File: src/verilog/sadc_pkg.sv
`default_nettype none
package sadc_pkg;

    // ------------------------------------------------------------
    // Result coding
    // ------------------------------------------------------------
    localparam int          RES_W       = 12;
    localparam int          CODE_STEPS  = 4096;
    localparam logic [11:0] CODE_FULL   = 12'hfff;
    localparam logic [11:0] CODE_MID    = 12'h800;
    localparam logic [11:0] CODE_MID_M1 = 12'h7ff;
    localparam logic [11:0] CODE_ZERO   = 12'h000;

    // ------------------------------------------------------------
    // Falling-edge positions of the shift clock within a frame
    // ------------------------------------------------------------
    localparam int         CNT_W          = 5;
    localparam logic [4:0] FALL_NULL      = 5'h02;
    localparam logic [4:0] FALL_MSB       = 5'h03;
    localparam logic [4:0] FALL_LSB       = 5'h0e;
    localparam logic [4:0] FALL_TOP_AGAIN = 5'h19;
    localparam logic [4:0] FALL_RELEASE   = 5'h1a;

    // ------------------------------------------------------------
    // Sequencer states
    // ------------------------------------------------------------
    typedef enum logic [4:0] {
        ST_IDLE    = 5'b00001,
        ST_SAMPLE  = 5'b00010,
        ST_CONVERT = 5'b00100,
        ST_REPLAY  = 5'b01000,
        ST_DONE    = 5'b10000
    } sadc_state_t;

endpackage
`default_nettype wire

File: src/verilog/sadc_top.sv
// Notes on behaviour
// - Result is 12-bit straight binary; one step is reference over 4096.
// - Ideal codes: FFF near full scale, 800 midscale, 7FF below, 000 zero.
// - Analog section powers down once conversion completes, select still low.
// - Digital section fully off while idle: select high, or a start refused by a full buffer.
// - Select high ends a conversion at any point; device aborts to full power-down.
// - Each decided bit goes to the output at once, word not buffered first.
// - One bit decision per shift clock, output updated in the same cycle.
// - Select falling starts a frame; input sampled over first 1.5 to 2 clocks.
// - After second falling clock, drive low null bit, then 12 bits MSB first.
// - After LSB, resend bits 1 to 11 LSB first, LSB itself not repeated; after top bit again, output floats.
// - A new conversion needs select taken high and then low again.
`timescale 1ns/1ps
`default_nettype none
module sadc_top
    import sadc_pkg::*;
#(
    parameter int FIFO_DEPTH = 2
) (
    input  wire logic                      mclk,
    input  wire logic                      sys_rst,
    input  wire logic                      clk_en,
    input  wire logic                      sel_n_pin,
    input  wire logic                      conversion_shift_clock,
    input  wire logic [sadc_pkg::RES_W-1:0] ana_code,
    output logic                           dout_o,
    output logic                           dout_oe,
    output logic                           analog_pd,
    output logic                           digital_pd,
    output logic      [sadc_pkg::RES_W-1:0] res_data,
    output logic                           res_valid,
    input  wire logic                      res_ready
);
    import sadc_pkg::*;

    // ------------------------------------------------------------
    // Pin synchronisers and edge detect
    // ------------------------------------------------------------
    logic sel_s1_ff;
    logic sel_s2_ff;
    logic sclk_s1_ff;
    logic sclk_s2_ff;
    logic sclk_s3_ff;
    logic sclk_fall;

    always_ff @(posedge mclk) begin
        if (sys_rst) begin
            sel_s1_ff  <= 1'b1;
            sel_s2_ff  <= 1'b1;
            sclk_s1_ff <= 1'b0;
            sclk_s2_ff <= 1'b0;
            sclk_s3_ff <= 1'b0;
        end else if (clk_en) begin
            sel_s1_ff  <= sel_n_pin;
            sel_s2_ff  <= sel_s1_ff;
            sclk_s1_ff <= conversion_shift_clock;
            sclk_s2_ff <= sclk_s1_ff;
            sclk_s3_ff <= sclk_s2_ff;
        end
    end

    assign sclk_fall = sclk_s3_ff && !sclk_s2_ff;

    // ------------------------------------------------------------
    // Conversion sequencer
    // ------------------------------------------------------------
    sadc_state_t        state_ff;
    sadc_state_t        nxt_state;
    logic [CNT_W-1:0]   cnt_ff;
    logic [CNT_W-1:0]   nxt_cnt;
    logic [RES_W-1:0]   hold_ff;
    logic [RES_W-1:0]   nxt_hold;
    logic [RES_W-1:0]   sar_ff;
    logic [RES_W-1:0]   nxt_sar;
    logic               dout_ff;
    logic               nxt_dout;
    logic               oe_ff;
    logic               nxt_oe;
    logic               sel_arm_ff;
    logic               nxt_sel_arm;
    logic               push_valid;
    logic               push_ready;
    logic [CNT_W-1:0]   fall_no;
    logic [3:0]         bit_idx;
    logic [RES_W-1:0]   trial;

    assign fall_no = cnt_ff + CNT_W'(1);

    always_comb begin
        nxt_state   = state_ff;
        nxt_cnt     = cnt_ff;
        nxt_hold    = hold_ff;
        nxt_sar     = sar_ff;
        nxt_dout    = dout_ff;
        nxt_oe      = oe_ff;
        nxt_sel_arm = sel_arm_ff;
        push_valid  = 1'b0;
        bit_idx     = 4'(FALL_LSB - fall_no);
        trial       = sar_ff | (RES_W'(1) << bit_idx);
        if (sel_s2_ff) begin
            nxt_sel_arm = 1'b1;
        end
        if (sel_s2_ff && state_ff != ST_IDLE) begin
            nxt_state = ST_IDLE;
            nxt_oe    = 1'b0;
        end else begin
            case (state_ff)
                ST_IDLE: begin
                    nxt_oe = 1'b0;
                    // A full result buffer refuses the start so no word is lost
                    if (!sel_s2_ff && sel_arm_ff && push_ready) begin
                        nxt_state   = ST_SAMPLE;
                        nxt_cnt     = '0;
                        nxt_sel_arm = 1'b0;
                    end
                end
                ST_SAMPLE: begin
                    if (sclk_fall) begin
                        nxt_cnt = fall_no;
                        if (fall_no == FALL_NULL) begin
                            nxt_hold  = ana_code;
                            nxt_sar   = '0;
                            nxt_oe    = 1'b1;
                            nxt_dout  = 1'b0;
                            nxt_state = ST_CONVERT;
                        end
                    end
                end
                ST_CONVERT: begin
                    if (sclk_fall) begin
                        nxt_cnt = fall_no;
                        // Binary search against the held level gives straight binary
                        if (hold_ff >= trial) begin
                            nxt_sar  = trial;
                            nxt_dout = 1'b1;
                        end else begin
                            nxt_dout = 1'b0;
                        end
                        if (fall_no == FALL_LSB) begin
                            push_valid = 1'b1;
                            nxt_state  = ST_REPLAY;
                        end
                    end
                end
                ST_REPLAY: begin
                    if (sclk_fall) begin
                        nxt_cnt = fall_no;
                        if (fall_no == FALL_RELEASE) begin
                            nxt_oe    = 1'b0;
                            nxt_state = ST_DONE;
                        end else begin
                            nxt_dout = sar_ff[4'(fall_no - FALL_LSB)];
                        end
                    end
                end
                ST_DONE: begin
                    nxt_oe = 1'b0;
                end
                default: begin
                    nxt_state = ST_IDLE;
                    nxt_oe    = 1'b0;
                end
            endcase
        end
    end

    always_ff @(posedge mclk) begin
        if (sys_rst) begin
            state_ff   <= ST_IDLE;
            cnt_ff     <= '0;
            hold_ff    <= '0;
            sar_ff     <= '0;
            dout_ff    <= 1'b0;
            oe_ff      <= 1'b0;
            sel_arm_ff <= 1'b0;
        end else if (clk_en) begin
            state_ff   <= nxt_state;
            cnt_ff     <= nxt_cnt;
            hold_ff    <= nxt_hold;
            sar_ff     <= nxt_sar;
            dout_ff    <= nxt_dout;
            oe_ff      <= nxt_oe;
            sel_arm_ff <= nxt_sel_arm;
        end
    end

    assign dout_o     = dout_ff;
    assign dout_oe    = oe_ff;
    // Analog runs only while sampling or deciding
    assign analog_pd  = !(state_ff == ST_SAMPLE || state_ff == ST_CONVERT);
    assign digital_pd = (state_ff == ST_IDLE);

    // ------------------------------------------------------------
    // Completed-word buffer
    // ------------------------------------------------------------
    sadc_fifo2 #(
        .W     (RES_W),
        .DEPTH (FIFO_DEPTH)
    ) u_fifo (
        .mclk      (mclk),
        .sys_rst   (sys_rst),
        .clk_en    (clk_en),
        .in_valid  (push_valid),
        .in_ready  (push_ready),
        .in_data   (nxt_sar),
        .out_valid (res_valid),
        .out_ready (res_ready),
        .out_data  (res_data)
    );
endmodule
`default_nettype wire

File: src/verilog/sadc_fifo2.sv
`timescale 1ns/1ps
`default_nettype none
module sadc_fifo2 #(
    parameter int W     = 12,
    parameter int DEPTH = 2
) (
    input  wire logic         mclk,
    input  wire logic         sys_rst,
    input  wire logic         clk_en,
    input  wire logic         in_valid,
    output logic              in_ready,
    input  wire logic [W-1:0] in_data,
    output logic              out_valid,
    input  wire logic         out_ready,
    output logic      [W-1:0] out_data
);
    localparam int AW = (DEPTH > 1) ? $clog2(DEPTH) : 1;

    logic [W-1:0]  mem_ff [DEPTH];
    logic [AW-1:0] wr_ff;
    logic [AW-1:0] rd_ff;
    logic [AW:0]   cnt_ff;
    logic [AW-1:0] nxt_wr;
    logic [AW-1:0] nxt_rd;
    logic [AW:0]   nxt_cnt;
    logic          push;
    logic          pop;

    assign in_ready  = (cnt_ff != (AW+1)'(DEPTH));
    assign out_valid = (cnt_ff != '0);
    assign out_data  = mem_ff[rd_ff];
    assign push      = in_valid && in_ready;
    assign pop       = out_valid && out_ready;

    // ------------------------------------------------------------
    // Pointers
    // ------------------------------------------------------------
    always_comb begin
        nxt_wr  = wr_ff;
        nxt_rd  = rd_ff;
        nxt_cnt = cnt_ff;
        if (push) begin
            nxt_wr = (wr_ff == AW'(DEPTH-1)) ? '0 : wr_ff + AW'(1);
        end
        if (pop) begin
            nxt_rd = (rd_ff == AW'(DEPTH-1)) ? '0 : rd_ff + AW'(1);
        end
        if (push && !pop) begin
            nxt_cnt = cnt_ff + (AW+1)'(1);
        end else if (pop && !push) begin
            nxt_cnt = cnt_ff - (AW+1)'(1);
        end
    end

    always_ff @(posedge mclk) begin
        if (sys_rst) begin
            wr_ff  <= '0;
            rd_ff  <= '0;
            cnt_ff <= '0;
        end else if (clk_en) begin
            wr_ff  <= nxt_wr;
            rd_ff  <= nxt_rd;
            cnt_ff <= nxt_cnt;
        end
    end

    always_ff @(posedge mclk) begin
        if (clk_en && push) begin
            mem_ff[wr_ff] <= in_data;
        end
    end
endmodule
`default_nettype wire

File: config.mk
export PLATFORM = sky130hd
export DESIGN_NAME = sadc_top
export DESIGN_NICKNAME = d
export VERILOG_FILES = /design/src/verilog/sadc_pkg.sv /design/src/verilog/sadc_top.sv /design/src/verilog/sadc_fifo2.sv
export SDC_FILE = /design/constraint.sdc
export NUM_CORES = 1
export LEC_CHECK = 0
export ABC_CLOCK_PERIOD_IN_PS = 9920
export BUFFER_PORTS_ARGS = -buffer_cell sky130_fd_sc_hd__buf_2
export CAP_MARGIN = 5
export CELL_PAD_IN_SITES_DETAIL_PLACEMENT = 1
export CELL_PAD_IN_SITES_GLOBAL_PLACEMENT = 1
export CORE_MARGIN = 4
export CORE_UTILIZATION = 40
export DETAILED_ROUTE_END_ITERATION = 16
export PLACE_DENSITY_LB_ADDON = 0.1
export SYNTH_ARGS = -nofsm -noshare
export SYNTH_HDL_FRONTEND = slang
export SYNTH_SLANG_ARGS = --single-unit
File: constraint.sdc
create_clock -name mclk -period 9.92 [get_ports mclk]
set_input_delay 0 -clock mclk [delete_from_list [all_inputs] [get_ports mclk]]
set_output_delay 0 -clock mclk [all_outputs]
set_load 0.05 [all_outputs]
==> reports/results.tsv, run 1 <==
stage	metric	value	unit
clock_network	worstSkewPairLatency	0.36	ns
critical_path	crit_buf_inv	1	
timing	fin_setup_tns	0	ns
clock_network	clkTransAtPathRegs	0.09	ns
logic_synthesis	ys_seq_area_share	43.79	%
floorplanning	coreArea	0.009240	mm2
critical_path	cp_slowest_cell	dfxtp_1	
timing	slew_headroom	47.31	%
layout	antenna_cells	0	
floorplanning	start_util	41.07	%
logic_synthesis	syn-num-nets	430	
layout	drive_gt1_share	16.97	%
route	routedWlPerCell	17.44	um
timing	rsz0062_at_grt	no	
clock_network	cts_buffers	9	
critical_path	cp.arrival	4.73	ns
layout	final_area	0.004394	mm2
critical_path	critPathMaxStageDelay	0.56	ns
timing	setup_viol	0	
logic_synthesis	synth-edff-count	24	
critical_path	crit_fanout	13	
floorplanning	ios	35	
floorplanning	dieArea	0.01111	mm2
placed_design	place_congestion	0.8590	
route	viasPerCell	5.488	
critical_path	worst_path_most_repeated_cell	ha_1	
clock_network	root_buffer	clkbuf_8	
grt	busiest_layer	met2	
critical_path	startpoint_type	flip-flop	
layout	nets	469	
layout	area_growth	15.79	%
logic_synthesis	yosys_register_bits	71	
power_and_ir_drop	max-vdd-ir-drop	56.20	uV
placed_design	portBuffers	34	
timing	worst_slew_pin_slew	0.7843	ns
layout	regArea	0.001662	mm2
route	antenna_left	0	
logic_synthesis	syn_avg_cell_area	9.681	um2
critical_path	critPathRequiredTime	9.99	ns
route	drtIter0Drc	148	
placed_design	dp.cells	535	
timing	fin_crit_sh	47.03	%
grt	track_usage	18.51	%
timing	fmax	214.3	MHz
route	dr.pass1.iters	4	
timing	finalMaxSlewViolations	0	
floorplanning	std_cell_rows	35	
critical_path	endpoint_kind	flip-flop	
layout	multi_input_area	0.002004	mm2
timing	holdWs	0.03289	ns
floorplanning	die_y	105.4	um
power_and_ir_drop	powerDensity	134.3	mW/mm2
timing	finClkSkew	0.01118	ns
grt	grtUsageMet3	3.674	%
timing	hold_viol_final	0	
grt	grt_pass1_vias	3158	
clock_network	h-tree-depth	3	
timing	period_needed	4.666	ns
grt	grtUsageMet2	29.33	%
job	maxCapViolations	0	
grt	overflow	0	
power_and_ir_drop	power	0.5903	mW
logic_synthesis	yosys.cell_types.count	59	
logic_synthesis	async_reset_ff_share	0	%
placed_design	post-dp-hpwl	6962	um
clock_network	cts_hold_repair.buffers	14	
grt	antenna_found_initial	0	
placed_design	post_dp_cell_area	0.004050	mm2
route	drc_errors	0	
grt	grt_util_met1	25.54	%
clock_network	cts_resized	0	
route	wirelength	9856	um
critical_path	path_delay_family	compound AO/OA/AOI/OAI gates	
power_and_ir_drop	p_leak	1.742	nW
grt	grt_pass1_wl	16380	um
critical_path	path_cells	ha_1 > xnor2_1 > inv_1 > ha_1 > o21ai_0 > xnor2_1 > nor2_1 > a21o_1 > ha_1 > nand2b_1 > a2111oi_0 > o32ai_1 > o31a_1 > a31oi_1 > nor2_1	
logic_synthesis	ys_warn_count	0	
logic_synthesis	synth_ff_type	dfxtp_1	
logic_synthesis	syn_area	0.003795	mm2
grt	grt_max_degree	41	
layout	fillers	1078	
hold_path	hold_class	in -> reg	
clock_network	cts_tree	built	
critical_path	path_class	reg -> reg	
route	vias	3101	
layout	instances_no_fill	565	
clock_network	clock_sinks	71	
logic_synthesis	netlist_instances	392	
floorplanning	die_w	105.4	um
clock_network	post_cts_buffers	0	
status	status	complete, no violations	
clock_network	cts_buffer_depth	2	
==> worst register-to-register path: stages, from the launching register on <==
cell       delay, ns
dfxtp_1         0.56
ha_1            0.40
xnor2_1         0.22
inv_1           0.15
ha_1            0.21
o21ai_0         0.10
xnor2_1         0.13
nor2_1          0.56
a21o_1          0.24
ha_1            0.22
nand2b_1        0.13
a2111oi_0       0.47
o32ai_1         0.18
o31a_1          0.43
a31oi_1         0.27
nor2_1          0.10
==> path summary, 6_finish.rpt <==
check                 start                   to  slack [ns]  cells past startpoint
setup / recovery  cnt_ff[0]  u_fifo.mem_ff[0][4]        5.25                     15
hold / removal    res_ready            flip-flop        0.03                      4
setup reg to reg  cnt_ff[0]  u_fifo.mem_ff[0][4]        5.25                     15
hold reg to reg     dout_oe              dout_oe        0.47                      2
==> synth_stat cells, types with 10 or more instances <==
library cell   n  area, um2
a22o_1        10      87.58
dfxtp_1       47      940.9
ha_1          20      250.2
mux2_2        15      168.9
inv_1         10      37.54
edfxtp_1      24      720.7
a21oi_1       21      105.1
nand2_1       31      116.4
clkbuf_1      15      56.30
mux2i_1       24      240.2
nor2_1        52      195.2
o21ai_0       14      70.07
==> per-stage QoR <==
step                util, %  setup slack (ns)
CTS                   47.56             5.271
global placement      43.83             5.518
detailed placement    43.83             5.327
floorplan                 -             5.945
global route          47.56             4.809
finish                47.56             5.254
==> sequential cells by signal, summed over array words and instances (netlist names), named ones only <==
| signal | count |
|---|---|
| hold_ff | 12 |
| sclk_s2_ff | 1 |
| sel_s1_ff | 1 |
| sel_arm_ff | 1 |
| u_fifo.rd_ff | 1 |
| sel_s2_ff | 1 |
| dout_o | 1 |
| u_fifo.cnt_ff | 2 |
| u_fifo.wr_ff | 1 |
| sclk_s3_ff | 1 |
| sar_ff | 12 |
| dout_oe | 1 |
| sclk_s1_ff | 1 |
| u_fifo.mem_ff | 24 |
| cnt_ff | 5 |
| state_ff | 5 |
==> cells by family (layout without fill, tap and decap cells) <==
family / Yosys count / in the layout / share of synthesized area [%]
DFF: 71 / 71 / 43.78
AOI/OAI and AO/OA: 80 / 80 / 14.34
xor gates and xnor gates: 9 / 9 / 2.077
and+or+nand+nor: 139 / 139 / 17.71
buffers and inverters: 32 / 76 / 3.528
adders and majority gates: 20 / 20 / 6.594
muxes: 41 / 41 / 11.97
==> cells in the final DEF, fill, tap and decap left out, types with 4 or more instances in the layout <==
master / instances
a22o_1: 10
edfxtp_1: 24
ha_1: 20
a21oi_1: 21
inv_1: 10
or3_1: 5
a31oi_1: 6
nor2b_1: 8
nor3_1: 8
o21ai_0: 14
mux2_2: 15
buf_2: 34
dlygate4sd3_1: 14
and2_1: 4
nand2b_1: 5
nor2_1: 52
mux2i_1: 24
dfxtp_1: 47
nand3_1: 4
nand2_1: 31
clkbuf_8: 9
xnor2_1: 7
==> final cells by class <==
| class | count | area share [%] |
|---|---|---|
| timing repair buffer | 50 | 7.403 |
| inverter | 10 | 0.8542 |
| multi-input combinational | 289 | 45.62 |
| clock buffer | 9 | 2.819 |
| tap | 129 | 3.673 |
| sequential | 71 | 37.81 |
| clock inverter | 7 | 1.822 |
==> metal layers <==
layer  share of wire [%]  routed length [um]
met5                   0                   0
met3                 3.8                 370
met4                 1.3                 126
met2                  47                4609
met1                  48                4749
==> power breakdown <==
group | total (mW) | internal [mW] | switching (mW)
Clock | 0.243 | 0.119 | 0.124
Sequential | 0.306 | 0.301 | 0.00522
Combinational | 0.0409 | 0.0167 | 0.0242
Note: power is estimated with default switching activity, not from simulation.
==> inputs of run 2 (changes only) <==
- ABC_AREA: unset -> 1
- ABC_CLOCK_PERIOD_IN_PS: 9920 -> 4100
- clock period: 9.92 -> 4.1 ns (I/O delays scaled with it)
==> reports/results.tsv, run 2 <==
stage	metric	value	unit	change
status	status	complete, no violations		
layout	mostFrequentLayoutCells	nand2_1 (119), inv_1 (80), nand3_1 (48)		
timing	rsz0062_at_grt	no		
power_and_ir_drop	power	1.833	mW	+210%
timing	setup_viol	0		unchanged
route	drc_errors	0		unchanged
logic_synthesis	yosys-top-cells-area	dfxtp_1 (23%), edfxtp_1 (18%), nand2_1 (11%)		
logic_synthesis	synth_mux_area_share	3.352	%	-8.6 points
logic_synthesis	synth_area_leader_cell	dfxtp_1		
route	viasPerCell	4.975		-9.4%
layout	reg_top3	u_fifo.mem_ff (24), hold_ff (12), sar_ff (12)		
critical_path	cp.arrival	3.55	ns	-1.18 ns
placed_design	post-dp-hpwl	8021	um	+15%
critical_path	critPathRequiredTime	4.19	ns	-5.80 ns
logic_synthesis	syn_avg_cell_area	7.578	um2	-22%
clock_network	cts_resized	0		unchanged
logic_synthesis	synthXorXnorAreaFrac	0.6518	%	-1.4 points
floorplanning	ios	35		unchanged
floorplanning	std_cell_rows	36		+2.9%
layout	fillers	1254		+16%
critical_path	endpoint_kind	flip-flop		
logic_synthesis	yosysMostFrequentCell	nand2_1		
power_and_ir_drop	max-vdd-ir-drop	222.8	uV	+300%
power_and_ir_drop	p_leak	2.189	nW	+26%
grt	grt_util_met1	26.30	%	+0.76 points
logic_synthesis	synth-edff-count	24		unchanged
clock_network	cts_hold_repair.buffers	14		unchanged
grt	grtUsageMet3	2.687	%	-0.99 points
critical_path	startpoint_type	flip-flop		
logic_synthesis	synthAdderAreaFrac	6.207	%	-0.39 points
logic_synthesis	ys_warn_count	0		unchanged
layout	regMostFlops	u_fifo.mem_ff		
clock_network	cts_tree	built		
grt	busiest_layer	met2		
layout	nets	619		+32%
grt	antenna_found_initial	0		unchanged
timing	worst_slew_pin_slew	0.7317	ns	-0.05260 ns
timing	fmax	288.9	MHz	+35%
grt	grt_pass1_vias	3706		+17%
logic_synthesis	async_reset_ff_share	0	%	unchanged
logic_synthesis	yosys_register_bits	71		unchanged
grt	grt_pass1_wl	18240	um	+11%
floorplanning	dieArea	0.01175	mm2	+5.8%
job	maxCapViolations	0		unchanged
clock_network	clock_sinks	71		unchanged
clock_network	root_buffer	clkbuf_8		
logic_synthesis	yosys.cell_types.count	33		-44%
layout	largest_register_ffs	24		unchanged
route	drtIter0Drc	94		-36%
route	routedWlPerCell	14.92	um	-14%
placed_design	place_congestion	0.8920		+3.8%
floorplanning	die_w	108.4	um	+2.8%
layout	utilization	47.52	%	about the same
hold_path	hold_class	in -> reg		
placed_design	portBuffers	34		unchanged
floorplanning	die_y	108.4	um	+2.8%
logic_synthesis	synth-simple-area-share	28.09	%	+10 points
route	wirelength	10730	um	+8.8%
layout	layout.cells.most_common	nand2_1		
logic_synthesis	syn_area	0.004031	mm2	+6.2%
clock_network	cts_buffers	9		unchanged
floorplanning	coreArea	0.009774	mm2	+5.8%
timing	fin_crit_sh	84.43	%	+37 points
clock_network	clkTransAtPathRegs	0.07	ns	-0.02 ns
critical_path	crit_fanout	8		-5
logic_synthesis	synth_common_cells	nand2_1 (119), inv_1 (80), nand3_1 (48)		
timing	slew_headroom	50.92	%	+3.6 points
critical_path	regToRegSetupSlack	0.64	ns	-4.62 ns
timing	hold_viol_final	0		unchanged
layout	area_growth	15.21	%	
logic_synthesis	syn-num-nets	570		+33%
grt	grt_max_degree	29		-29%
timing	holdWs	0.01635	ns	-0.01654 ns
timing	fin_setup_tns	0	ns	unchanged
placed_design	dp_slack	0.6597	ns	-4.667 ns
route	dr.pass1.iters	4		unchanged
logic_synthesis	synth_ff_type	dfxtp_1		
logic_synthesis	netlist_instances	532		+36%
clock_network	post_cts_buffers	0		unchanged
grt	overflow	0		unchanged
route	vias	3577		+15%
clock_network	worstSkewPairLatency	0.36	ns	about the same
timing	period_needed	3.462	ns	-1.204 ns
route	antenna_left	0		unchanged
critical_path	path_class	reg -> reg		
timing	finalMaxSlewViolations	0		unchanged
layout	antenna_cells	0		unchanged
power_and_ir_drop	powerDensity	394.7	mW/mm2	+190%
layout	drive_gt1_share	15.87	%	-1.1 points
logic_synthesis	synth_top_family_by_area	simple AND/OR/NAND/NOR gates		
logic_synthesis	ys_seq_area_share	41.22	%	-2.6 points
grt	track_usage	19.86	%	+1.3 points
grt	grtUsageMet2	32.82	%	+3.5 points
timing	finClkSkew	0.008600	ns	-0.002580 ns
floorplanning	start_util	41.24	%	+0.17 points
clock_network	cts_buffer_depth	2		unchanged
logic_synthesis	synth-compound-area-share	10.74	%	-3.6 points
logic_synthesis	yosysTopAreaCellShare	23.34	%	-1.5 points
timing	fin_ws	0.6382	ns	-4.616 ns
clock_network	h-tree-depth	3		unchanged
[run 2: cell count changes after synthesis, moves of 19 or more]
cell	before	now
mux2i_1	24	0
nand2_1	31	119
nand3_1	4	48
inv_1	10	80
o21ai_1	0	20
a21oi_1	21	40
[run 2: metrics by stage]
stage               cells  instance area (um2)
finish                719                 4644
CTS                   719                 4644
floorplan             532                 4031
global route          719                 4644
global placement      689                 4323
detailed placement    689                 4323
[run 2: per-layer routing]
layer	part of all wire (%)	vias up	routed length [um]
met3	3.1	13	333
met4	1.7	0	187
met5	0	-	0
met2	46	50	4954
li1	-	1826	-
met1	49	1688	5252
[run 2: worst max-delay path: stages, from the launching register on]
cell and delay (ns):
dfxtp_1 0.41, inv_1 0.14, ha_1 0.48, ha_1 0.25
nand2_1 0.08, nand2_1 0.22, nand3_1 0.12, nand2_1 0.12
inv_1 0.06, ha_1 0.28, nand2_1 0.07, inv_1 0.05
nand2_1 0.06, nand2_1 0.05, a21oi_1 0.26, nand2_1 0.15
nand2_1 0.11, nand2_1 0.05, nand3_1 0.12, inv_1 0.11
[run 2: final timing paths]
path	to	start	cells past startpoint
max	u_fifo.mem_ff[0][1]	cnt_ff[0]	19
min reg2reg	sclk_s3_ff	sclk_s3_ff	2
max reg2reg	u_fifo.mem_ff[0][1]	cnt_ff[0]	19
min	u_fifo.rd_ff	res_ready	4
[run 2: power breakdown]
| part | leakage, nW | switching [mW] | internal, mW |
|---|---|---|---|
| Combinational | 1.48 | 0.335 | 0.150 |
| Sequential | 0.620 | 0.0410 | 0.764 |
| Clock | 0.0884 | 0.266 | 0.276 |
[run 2: cell type report]
cell class                      count  area [um2]  area share [%]
Clock buffer                       11       131.4           2.829
Clock inverter                      5       50.05           1.078
Inverter                           86       325.3           7.004
Multi-Input combinational cell    362        1977           42.56
Sequential cell                    71        1662           35.78
Tap cell                          133       166.4           3.583
Timing Repair Buffer               51       332.8           7.166
[run 2: cell families (layout without fill, tap and decap cells)]
kind of cell             count (synthesis)  count (layout)
XOR/XNOR                                 3               3
adder cells (fa/ha/maj)                 20              20
AO/OA/AOI/OAI                           83              83
AND/OR/NAND/NOR                        244             244
flip-flops                              71              71
multiplexers                            12              12
buffers and inverters                   99             153
